<file path="src/common/pdb_consts.svh">
// Offsets, field positions, reset values and bus codes for the port group
// Assumes a 32-bit AXI4-Lite slave; register index times four is the address
`ifndef PDB_CONSTS_SVH
`define PDB_CONSTS_SVH

// ======================================================
// Register indices
`define PDB_IDX_PORT_A 6'h06
`define PDB_IDX_PORT_B 6'h07
`define PDB_IDX_PORT_C 6'h08
`define PDB_IDX_PORT_D 6'h09

// ======================================================
// Field positions within a data word
`define PDB_LO_BYTE_LSB 0
`define PDB_HI_BYTE_LSB 8

// ======================================================
// Reset values and bus responses
`define PDB_RST_BYTE 8'h00
`define PDB_RESP_OKAY 2'h0
`define PDB_RESP_SLVERR 2'h2

`endif

</file>
<file path="src/common/pdb_pkg.sv">
// Types shared by the port group and its lanes
// Assumes pdb_consts.svh sits on the include path
package pdb_pkg;
	typedef logic [7:0] pdb_byte_t;
	typedef logic [5:0] pdb_idx_t;
	typedef enum logic [1:0]
	{
		PDB_LANE_A = 2'b00,
		PDB_LANE_B = 2'b01,
		PDB_LANE_C = 2'b10,
		PDB_LANE_D = 2'b11
	} pdb_lane_e;
endpackage

</file>
<file path="src/rtl/pdb_lane.sv">
// One 8-bit port: output latch, write buffer and input capture latch
// Assumes request level and edge come in already polarity-corrected
`timescale 1ns/1ps
`include "pdb_consts.svh"

module pdb_lane
	import pdb_pkg::*;
#(
	parameter int WIDTH = 8
)
(
	input wire logic clk,
	input wire logic rst,
	input wire logic dir_out,
	input wire logic dbl_buf,
	input wire logic pulse_mode,
	input wire logic req_act,
	input wire logic req_edge,
	input wire logic wr_en,
	input wire logic [WIDTH-1:0] wr_data,
	input wire logic rd_take,
	input wire logic [WIDTH-1:0] pins_in,
	output logic [WIDTH-1:0] pins_out,
	output logic [WIDTH-1:0] pins_oe,
	output logic [WIDTH-1:0] rd_val,
	output logic pend
);
	logic [WIDTH-1:0] buf_ff;
	logic [WIDTH-1:0] drv_ff;
	logic [WIDTH-1:0] in_ff;
	logic pend_ff;
	logic cap;

	// ======================================================
	// Output side
	always_ff @(posedge clk)
	begin
		if (rst)
			buf_ff <= WIDTH'(`PDB_RST_BYTE);
		else if (wr_en)
			buf_ff <= wr_data;
	end

	always_ff @(posedge clk)
	begin
		if (rst)
			drv_ff <= WIDTH'(`PDB_RST_BYTE);
		else if (dbl_buf)
		begin
			if (req_act)
				drv_ff <= buf_ff;
		end
		else if (wr_en)
			drv_ff <= wr_data;
	end

	// ======================================================
	// Input capture
	// A read in the same cycle as a new edge frees the slot for it
	assign cap = dbl_buf && !dir_out && pulse_mode && req_edge
		&& (!pend_ff || rd_take);

	always_ff @(posedge clk)
	begin
		if (rst)
			in_ff <= WIDTH'(`PDB_RST_BYTE);
		else if (dbl_buf && !dir_out && !pulse_mode && req_act)
			in_ff <= pins_in;
		else if (cap)
			in_ff <= pins_in;
	end

	always_ff @(posedge clk)
	begin
		if (rst)
			pend_ff <= 1'b0;
		else if (!dbl_buf || dir_out || !pulse_mode)
			pend_ff <= 1'b0;
		else if (cap)
			pend_ff <= 1'b1;
		else if (rd_take)
			pend_ff <= 1'b0;
	end

	assign pins_out = drv_ff;
	assign pins_oe = {WIDTH{dir_out}};
	assign pend = pend_ff;
	assign rd_val = dir_out ? drv_ff : (dbl_buf ? in_ff : pins_in);
endmodule // pdb_lane

</file>
<file path="src/rtl/pdb_dio.sv">
// Four 8-bit parallel ports in two request-handshaked pairs, AXI4-Lite
// Assumes direction, mode, polarity and buffering come from outside regs
// Operation
// - Four 8-bit ports in two pairs
// - Word at first port packs first, second
// - Word at third port packs third, fourth
// - Direct output write drives lines at once
// - Output read returns driven value
// - Direct input read returns line levels
// - First port buffered output released by request one
// - Second port buffered output released by request one
// - Third port buffered output released by request two
// - Fourth port buffered output released by request two
// - Pair one level mode follows while active
// - Pair one pulse mode captures on edge
// - Pair two level mode follows while active
// - Pair two pulse mode captures on edge
`timescale 1ns/1ps
`include "pdb_consts.svh"

module pdb_dio
	import pdb_pkg::*;
#(
	parameter int ADDR_W = 8
)
(
	input wire logic CORE_CLK,
	input wire logic RST,
	input wire logic AWVALID,
	output logic AWREADY,
	input wire logic [ADDR_W-1:0] AWADDR,
	input wire logic WVALID,
	output logic WREADY,
	input wire logic [31:0] WDATA,
	input wire logic [3:0] WSTRB,
	output logic BVALID,
	input wire logic BREADY,
	output logic [1:0] BRESP,
	input wire logic ARVALID,
	output logic ARREADY,
	input wire logic [ADDR_W-1:0] ARADDR,
	output logic RVALID,
	input wire logic RREADY,
	output logic [31:0] RDATA,
	output logic [1:0] RRESP,
	input wire logic [7:0] FIRST_PORT_BITS_IN,
	output logic [7:0] FIRST_PORT_BITS_OUT,
	output logic [7:0] FIRST_PORT_BITS_OE,
	input wire logic [7:0] SECOND_PORT_BITS_IN,
	output logic [7:0] SECOND_PORT_BITS_OUT,
	output logic [7:0] SECOND_PORT_BITS_OE,
	input wire logic [7:0] THIRD_PORT_BITS_IN,
	output logic [7:0] THIRD_PORT_BITS_OUT,
	output logic [7:0] THIRD_PORT_BITS_OE,
	input wire logic [7:0] FOURTH_PORT_BITS_IN,
	output logic [7:0] FOURTH_PORT_BITS_OUT,
	output logic [7:0] FOURTH_PORT_BITS_OE,
	input wire logic FIRST_PORT_OUTPUT,
	input wire logic SECOND_PORT_OUTPUT,
	input wire logic THIRD_PORT_OUTPUT,
	input wire logic FOURTH_PORT_OUTPUT,
	input wire logic FIRST_PORT_DOUBLE_BUFFER,
	input wire logic SECOND_PORT_DOUBLE_BUFFER,
	input wire logic THIRD_PORT_DOUBLE_BUFFER,
	input wire logic FOURTH_PORT_DOUBLE_BUFFER,
	input wire logic PAIR_ONE_PULSE_MODE,
	input wire logic PAIR_TWO_PULSE_MODE,
	input wire logic REQUEST_ONE_ACTIVE_HIGH,
	input wire logic REQUEST_TWO_ACTIVE_HIGH,
	input wire logic HANDSHAKE_REQUEST_ONE,
	input wire logic HANDSHAKE_REQUEST_TWO
);
	logic [1:0] req_act;
	logic [1:0] req_prev_ff;
	logic [1:0] req_edge;
	logic [3:0] dir_out;
	logic [3:0] dbl_buf;
	logic [3:0] lane_pulse;
	logic [3:0] lane_act;
	logic [3:0] lane_edge;
	logic [3:0] lane_wr;
	logic [3:0] lane_rd;
	logic [3:0] lane_pend;
	pdb_byte_t lane_wdata [4];
	pdb_byte_t pins_in [4];
	pdb_byte_t pins_out [4];
	pdb_byte_t pins_oe [4];
	pdb_byte_t rd_val [4];
	pdb_idx_t wr_idx;
	pdb_idx_t rd_idx;
	logic aw_go;
	logic ar_go;
	logic wr_hit;
	logic rd_hit;
	logic bvalid_ff;
	logic [1:0] bresp_ff;
	logic rvalid_ff;
	logic [31:0] rdata_ff;
	logic [1:0] rresp_ff;
	logic [31:0] nxt_rdata;

	// ======================================================
	// Request lines
	// Polarity folded in here so lanes only see active level and edge
	assign req_act[0] = HANDSHAKE_REQUEST_ONE == REQUEST_ONE_ACTIVE_HIGH;
	assign req_act[1] = HANDSHAKE_REQUEST_TWO == REQUEST_TWO_ACTIVE_HIGH;

	always_ff @(posedge CORE_CLK)
	begin
		if (RST)
			req_prev_ff <= 2'h3;
		else
			req_prev_ff <= req_act;
	end

	// Reset value of all ones blocks a false edge just after reset
	assign req_edge = req_act & ~req_prev_ff;

	// ======================================================
	// Per-lane configuration
	assign dir_out = {FOURTH_PORT_OUTPUT, THIRD_PORT_OUTPUT,
		SECOND_PORT_OUTPUT, FIRST_PORT_OUTPUT};
	assign dbl_buf = {FOURTH_PORT_DOUBLE_BUFFER, THIRD_PORT_DOUBLE_BUFFER,
		SECOND_PORT_DOUBLE_BUFFER, FIRST_PORT_DOUBLE_BUFFER};
	assign lane_pulse = {{2{PAIR_TWO_PULSE_MODE}},
		{2{PAIR_ONE_PULSE_MODE}}};
	assign lane_act = {{2{req_act[1]}}, {2{req_act[0]}}};
	assign lane_edge = {{2{req_edge[1]}}, {2{req_edge[0]}}};

	assign pins_in[PDB_LANE_A] = FIRST_PORT_BITS_IN;
	assign pins_in[PDB_LANE_B] = SECOND_PORT_BITS_IN;
	assign pins_in[PDB_LANE_C] = THIRD_PORT_BITS_IN;
	assign pins_in[PDB_LANE_D] = FOURTH_PORT_BITS_IN;

	// ======================================================
	// Address decode
	assign wr_idx = AWADDR[7:2];
	assign rd_idx = ARADDR[7:2];
	assign aw_go = AWVALID && WVALID && !bvalid_ff;
	assign ar_go = ARVALID && !rvalid_ff;
	assign wr_hit = wr_idx == `PDB_IDX_PORT_A || wr_idx == `PDB_IDX_PORT_B
		|| wr_idx == `PDB_IDX_PORT_C || wr_idx == `PDB_IDX_PORT_D;
	assign rd_hit = rd_idx == `PDB_IDX_PORT_A || rd_idx == `PDB_IDX_PORT_B
		|| rd_idx == `PDB_IDX_PORT_C || rd_idx == `PDB_IDX_PORT_D;

	// Upper lane of a pair takes the high byte at the pair's base word
	// and the low byte at its own word; its own word is byte-only
	always_comb
	begin
		lane_wr[0] = aw_go && wr_idx == `PDB_IDX_PORT_A && WSTRB[0];
		lane_wr[1] = aw_go && ((wr_idx == `PDB_IDX_PORT_A && WSTRB[1])
			|| (wr_idx == `PDB_IDX_PORT_B && WSTRB[0]));
		lane_wr[2] = aw_go && wr_idx == `PDB_IDX_PORT_C && WSTRB[0];
		lane_wr[3] = aw_go && ((wr_idx == `PDB_IDX_PORT_C && WSTRB[1])
			|| (wr_idx == `PDB_IDX_PORT_D && WSTRB[0]));
		lane_wdata[0] = WDATA[`PDB_LO_BYTE_LSB +: 8];
		lane_wdata[2] = WDATA[`PDB_LO_BYTE_LSB +: 8];
		lane_wdata[1] = (wr_idx == `PDB_IDX_PORT_A) ?
			WDATA[`PDB_HI_BYTE_LSB +: 8] : WDATA[`PDB_LO_BYTE_LSB +: 8];
		lane_wdata[3] = (wr_idx == `PDB_IDX_PORT_C) ?
			WDATA[`PDB_HI_BYTE_LSB +: 8] : WDATA[`PDB_LO_BYTE_LSB +: 8];
	end

	// A read at a pair's base word counts as a read of both ports
	always_comb
	begin
		lane_rd[0] = ar_go && rd_idx == `PDB_IDX_PORT_A;
		lane_rd[1] = ar_go && (rd_idx == `PDB_IDX_PORT_A
			|| rd_idx == `PDB_IDX_PORT_B);
		lane_rd[2] = ar_go && rd_idx == `PDB_IDX_PORT_C;
		lane_rd[3] = ar_go && (rd_idx == `PDB_IDX_PORT_C
			|| rd_idx == `PDB_IDX_PORT_D);
	end

	// ======================================================
	// Port lanes
	for (genvar i = 0; i < 4; i++)
	begin : g_lane
		pdb_lane #(
			.WIDTH(8)
		) u_lane (
			.clk(CORE_CLK),
			.rst(RST),
			.dir_out(dir_out[i]),
			.dbl_buf(dbl_buf[i]),
			.pulse_mode(lane_pulse[i]),
			.req_act(lane_act[i]),
			.req_edge(lane_edge[i]),
			.wr_en(lane_wr[i]),
			.wr_data(lane_wdata[i]),
			.rd_take(lane_rd[i]),
			.pins_in(pins_in[i]),
			.pins_out(pins_out[i]),
			.pins_oe(pins_oe[i]),
			.rd_val(rd_val[i]),
			.pend(lane_pend[i])
		);
	end

	assign FIRST_PORT_BITS_OUT = pins_out[PDB_LANE_A];
	assign FIRST_PORT_BITS_OE = pins_oe[PDB_LANE_A];
	assign SECOND_PORT_BITS_OUT = pins_out[PDB_LANE_B];
	assign SECOND_PORT_BITS_OE = pins_oe[PDB_LANE_B];
	assign THIRD_PORT_BITS_OUT = pins_out[PDB_LANE_C];
	assign THIRD_PORT_BITS_OE = pins_oe[PDB_LANE_C];
	assign FOURTH_PORT_BITS_OUT = pins_out[PDB_LANE_D];
	assign FOURTH_PORT_BITS_OE = pins_oe[PDB_LANE_D];

	// ======================================================
	// Write channel
	// Address and data are taken together; one response at a time
	assign AWREADY = aw_go;
	assign WREADY = aw_go;

	always_ff @(posedge CORE_CLK)
	begin
		if (RST)
			bvalid_ff <= 1'b0;
		else if (aw_go)
			bvalid_ff <= 1'b1;
		else if (BREADY)
			bvalid_ff <= 1'b0;
	end

	always_ff @(posedge CORE_CLK)
	begin
		if (RST)
			bresp_ff <= `PDB_RESP_OKAY;
		else if (aw_go)
			bresp_ff <= wr_hit ? `PDB_RESP_OKAY : `PDB_RESP_SLVERR;
	end

	assign BVALID = bvalid_ff;
	assign BRESP = bresp_ff;

	// ======================================================
	// Read channel
	always_comb
	begin
		nxt_rdata = 32'h0000_0000;
		unique case (rd_idx)
			`PDB_IDX_PORT_A:
				nxt_rdata[15:0] = {rd_val[1], rd_val[0]};
			`PDB_IDX_PORT_B:
				nxt_rdata[7:0] = rd_val[1];
			`PDB_IDX_PORT_C:
				nxt_rdata[15:0] = {rd_val[3], rd_val[2]};
			`PDB_IDX_PORT_D:
				nxt_rdata[7:0] = rd_val[3];
			default:
				nxt_rdata = 32'h0000_0000;
		endcase
	end

	assign ARREADY = ar_go;

	always_ff @(posedge CORE_CLK)
	begin
		if (RST)
			rvalid_ff <= 1'b0;
		else if (ar_go)
			rvalid_ff <= 1'b1;
		else if (RREADY)
			rvalid_ff <= 1'b0;
	end

	always_ff @(posedge CORE_CLK)
	begin
		if (RST)
		begin
			rdata_ff <= 32'h0000_0000;
			rresp_ff <= `PDB_RESP_OKAY;
		end
		else if (ar_go)
		begin
			rdata_ff <= nxt_rdata;
			rresp_ff <= rd_hit ? `PDB_RESP_OKAY : `PDB_RESP_SLVERR;
		end
	end

	assign RVALID = rvalid_ff;
	assign RDATA = rdata_ff;
	assign RRESP = rresp_ff;
endmodule // pdb_dio

</file>
<file path="config.mk">
export PLATFORM = sky130hd
export DESIGN_NAME = pdb_dio
export DESIGN_NICKNAME = d
export VERILOG_FILES = /design/src/common/pdb_pkg.sv /design/src/rtl/pdb_lane.sv /design/src/rtl/pdb_dio.sv
export VERILOG_INCLUDE_DIRS = /design/src /design/src/common
export SDC_FILE = /design/constraint.sdc
export NUM_CORES = 1
export LEC_CHECK = 0
export BUFFER_PORTS_ARGS = -buffer_cell sky130_fd_sc_hd__buf_2
export CAP_MARGIN = 15
export CORE_MARGIN = 2
export CORE_UTILIZATION = 35
export DETAILED_ROUTE_END_ITERATION = 8
export PLACE_DENSITY = 0.58
export SLEW_MARGIN = 40
export SYNTH_ARGS = -nofsm -noshare
export SYNTH_HDL_FRONTEND = slang
export SYNTH_SLANG_ARGS = --single-unit
</file>
<file path="constraint.sdc">
create_clock -name CORE_CLK -period 3.95 [get_ports CORE_CLK]
set_clock_uncertainty 0.05 [all_clocks]
set_input_delay 0.79 -clock CORE_CLK [delete_from_list [all_inputs] [get_ports CORE_CLK]]
set_output_delay 0.79 -clock CORE_CLK [all_outputs]
set_load 0.01 [all_outputs]
</file>
==> PnR_summary.wiki <==
{| class="wikitable"
! Metric !! Value
|-
| Run status || complete, no violations
|-
| # setup viols final || 0
|-
| Number of cells traversed by the worst register-to-register path || 4
|-
| TritonCTS buffer count || 17
|-
| Number of global-route vias before repair || 5537
|-
| Global route overflow || 0
|-
| Critical path launch point || AWADDR[2]
|-
| Hold Fails Final Rpt || 0
|-
| Max_slew headroom || 0.513
|-
| Reg-to-reg startpoint || RVALID
|-
| Die height || 144 um
|-
| Number of hold buffers added after CTS || 0
|-
| Warnings from Yosys || 0
|-
| Area enclosed by the die boundary || 0.0208 sq mm
|-
| Detail-routed via count per cell || 5.14
|-
| H-tree depth || 4
|-
| Most instantiated library cell after synthesis || dfxtp_1
|-
| Fraction of layout instances using a drive strength above 1 || 0.259
|-
| Fraction of registers with async set/reset || 0
|-
| Multi-input combinational cell area || 0.00386 sq mm
|-
| Routability congestion estimate || 0.823
|-
| Reg-to-reg slack, setup || 1.83 ns
|-
| Ports || 210
|-
| Top cell type's share of synthesized area || 0.356
|-
| Distinct cell type count after synthesis || 59
|-
| Peak Freq || 417 MHz
|-
| Clock root buffer || clkbuf_16
|-
| Routed Wire Length || 20500 um
|-
| Commonest cells post-synth || 122 x dfxtp_1, 90 x nand2b_1, 89 x mux2i_1
|-
| Worst slack after detailed placement || 1.14 ns
|-
| Cell Rows || 51
|-
| Worst reg2reg endpoint || g_lane[1].u_lane.in_ff[7]
|-
| CTS clock-pin slew for the worst setup and hold paths || 0.06 ns
|-
| Number of remaining DRC errors || 0
|-
| Count of TritonRoute iterations in the first routing pass || 5
|-
| Post-detailed-placement half-perimeter wirelength || 15000 um
|-
| Clock latency on the worst-skew pair || 0.42 ns
|-
| Sequential cell area || 0.00244 sq mm
|-
| Tightest Hold Check Type || flip-flop to flip-flop
|-
| NumNets Final || 991
|-
| Global-route usage over all layers || 0.201
|-
| Final period demand of the worst path || 2.40 ns
|-
| Post-Syn Instances || 773
|-
| Max Buffers Root-to-Sink || 2
|-
| Post-CTS resize count || 0
|-
| Ratio of total power to cell area || 406 mW/mm^2
|-
| Syn Area/Cell || 8.88 sq um
|-
| Main area contributors after synthesis || dfxtp_1 36%, mux2i_1 13%, nand2b_1 8.2%, buf_4 5.8%, o21ai_0 3.0%
|-
| Antenna Violating Nets Remaining || 0
|-
| Critical path required time || 4.21 ns
|-
| Layout overhead on the synthesized area || 19.4%
|-
| Initial DRC Count || 347
|-
| Main synth FF type || dfxtp_1
|-
| Synthesized area || 0.00687 sq mm
|-
| Layout fillers || 1935
|-
| Die outline width || 144 um
|-
| Highest net fanout along the worst path || 16
|-
| Port bufs || 169
|-
| Drt wl/cell || 17.6 um
|-
| Max-cap violations || 0
|-
| Postcts setup bufs || 0
|-
| Number of max-slew violations in the final report || 0
|-
| Placeable core region || 0.0193 sq mm
|-
| Wire length of the first global-routing pass || 31700 um
|-
| CP arrival || 2.66 ns
|-
| Number of clock sinks || 122
|-
| Starting utilization of the core area || 0.355
|-
| #FFs+latches synth || 122
|-
| Setup slack of the critical path after layout || 1.55 ns
|-
| Final setup TNS || 0 ns
|-
| Worst supply voltage drop on vdd || 0.300 mV
|-
| Largest net degree at the start of global routing || 76
|-
| Crit Path Class || input port to flip-flop
|-
| Pin slew with the least headroom to its limit || 0.730 ns
|-
| Leakage Power || 0.00345 uW
|-
| Clock tree from TritonCTS || built
|-
| Worst Setup End Kind || flip-flop
|-
| Share of synthesized area occupied by flip-flops and latches || 0.356
|-
| Launching element type of the critical path || input port
|-
| Via count of the routed design || 5989
|-
| Crit path to || g_lane[3].u_lane.pins_out[2]
|-
| Leading area contributor after synthesis || dfxtp_1
|-
| Part of the cycle the worst path needs || 0.608
|-
| Number of enable flip-flop cells after synthesis || 0
|-
| RSZ-0062 raised after global routing || no
|-
| Initial antenna violation count || 2
|}
==> where the power goes <==
part / switching, uW / internal (uW)
clock network: 598 / 963
registers: 32.3 / 1280
logic: 282 / 178
total: 912 / 2420
==> state kept, by name, indices dropped and copies added (netlist names) <==
register / cells
g_lane.u_lane.buf_ff: 32
g_lane.u_lane.pend: 4
BVALID: 1
g_lane.u_lane.in_ff: 32
RRESP: 1
BRESP: 1
RDATA: 16
g_lane.u_lane.pins_out: 32
req_prev_ff: 2
RVALID: 1
==> worst max-delay path: stages <==
cell and delay, ns:
buf_2 0.13, nor3_2 0.57, nand2_1 0.51, a211o_1 0.42, a32o_1 0.25
==> worst min-delay path by stage <==
stage                                    from                        end  slack (ns)  cells past startpoint
detailed placement                   BRESP[1]                   BRESP[1]        0.41                      2
floorplan           g_lane[1].u_lane.in_ff[0]  g_lane[1].u_lane.in_ff[0]        0.40                      2
global placement                     BRESP[1]                   BRESP[1]        0.40                      2
global route        g_lane[1].u_lane.in_ff[1]  g_lane[1].u_lane.in_ff[1]        0.44                      2
finish                               BRESP[1]                   BRESP[1]        0.41                      2
CTS                                  BRESP[1]                   BRESP[1]        0.41                      2
==> layout by cell type, fill, tap and decap left out, types with 8 or more instances in the layout <==
master     netlist  final
dfxtp_1        122    122
nand2_1         38     38
a211o_1          8      8
a311oi_1        16     16
clkbuf_16        0     17
conb_1           1     18
nor3_1          29     28
buf_2           13    168
a22oi_1         16     16
a21oi_1         21     21
a32o_1          16     16
a211oi_1        10      9
buf_4           53     13
nor2_1          50     50
a221oi_1        16     16
a21o_1           9      9
mux2i_1         89     89
and3_1           8      8
o21ai_0         41     41
nor2b_1          9      9
nand2b_1        90     90
nand3_1         25     25
==> area by class of cell <==
| type | count | area share |
|---|---|---|
| flip-flops and latches | 122 | 0.298 |
| multi-input cells | 557 | 0.471 |
| clock inverters | 13 | 0.0177 |
| clock buffers | 19 | 0.0552 |
| inverters | 7 | 0.00320 |
| well taps | 265 | 0.0404 |
| diodes | 1 | 0.000305 |
| repair buffers | 181 | 0.114 |
==> through the flow <==
step / hold WS [ns] / util / cells / cell area [sq um] / power [uW]
final: 0.413 / 0.424 / 1165 / 8200 / 3330
after detailed placement: 0.406 / 0.393 / 1131 / 7590 / 1800
after CTS: 0.415 / 0.424 / 1163 / 8190 / 3370
after floorplan: 0.398 / - / 790 / 6930 / 1640
after global placement: 0.396 / 0.392 / 1131 / 7590 / 1790
after global routing: 0.436 / 0.424 / 1165 / 8200 / 3470
==> kinds of logic (layout without fill, tap and decap cells) <==
group / Yosys count / in the layout / synth area share
AND/OR/NAND/NOR: 281 / 281 / 0.236
AO/OA/AOI/OAI: 165 / 165 / 0.180
flip-flops: 122 / 122 / 0.356
buffers and inverters: 111 / 220 / 0.0931
multiplexers: 90 / 90 / 0.131
XOR/XNOR: 3 / 3 / 0.00383
other: 1 / 19 / 0.000546
==> routing by layer <==
metal	track usage	share of wire	vias to the layer above
li1	-	-	2971
met1	0.275	0.47	2815
met2	0.312	0.46	169
met3	0.0411	0.054	32
met4	0.0733	0.019	2
met5	0	0.00063	-
(Power assumes the default switching activity.)
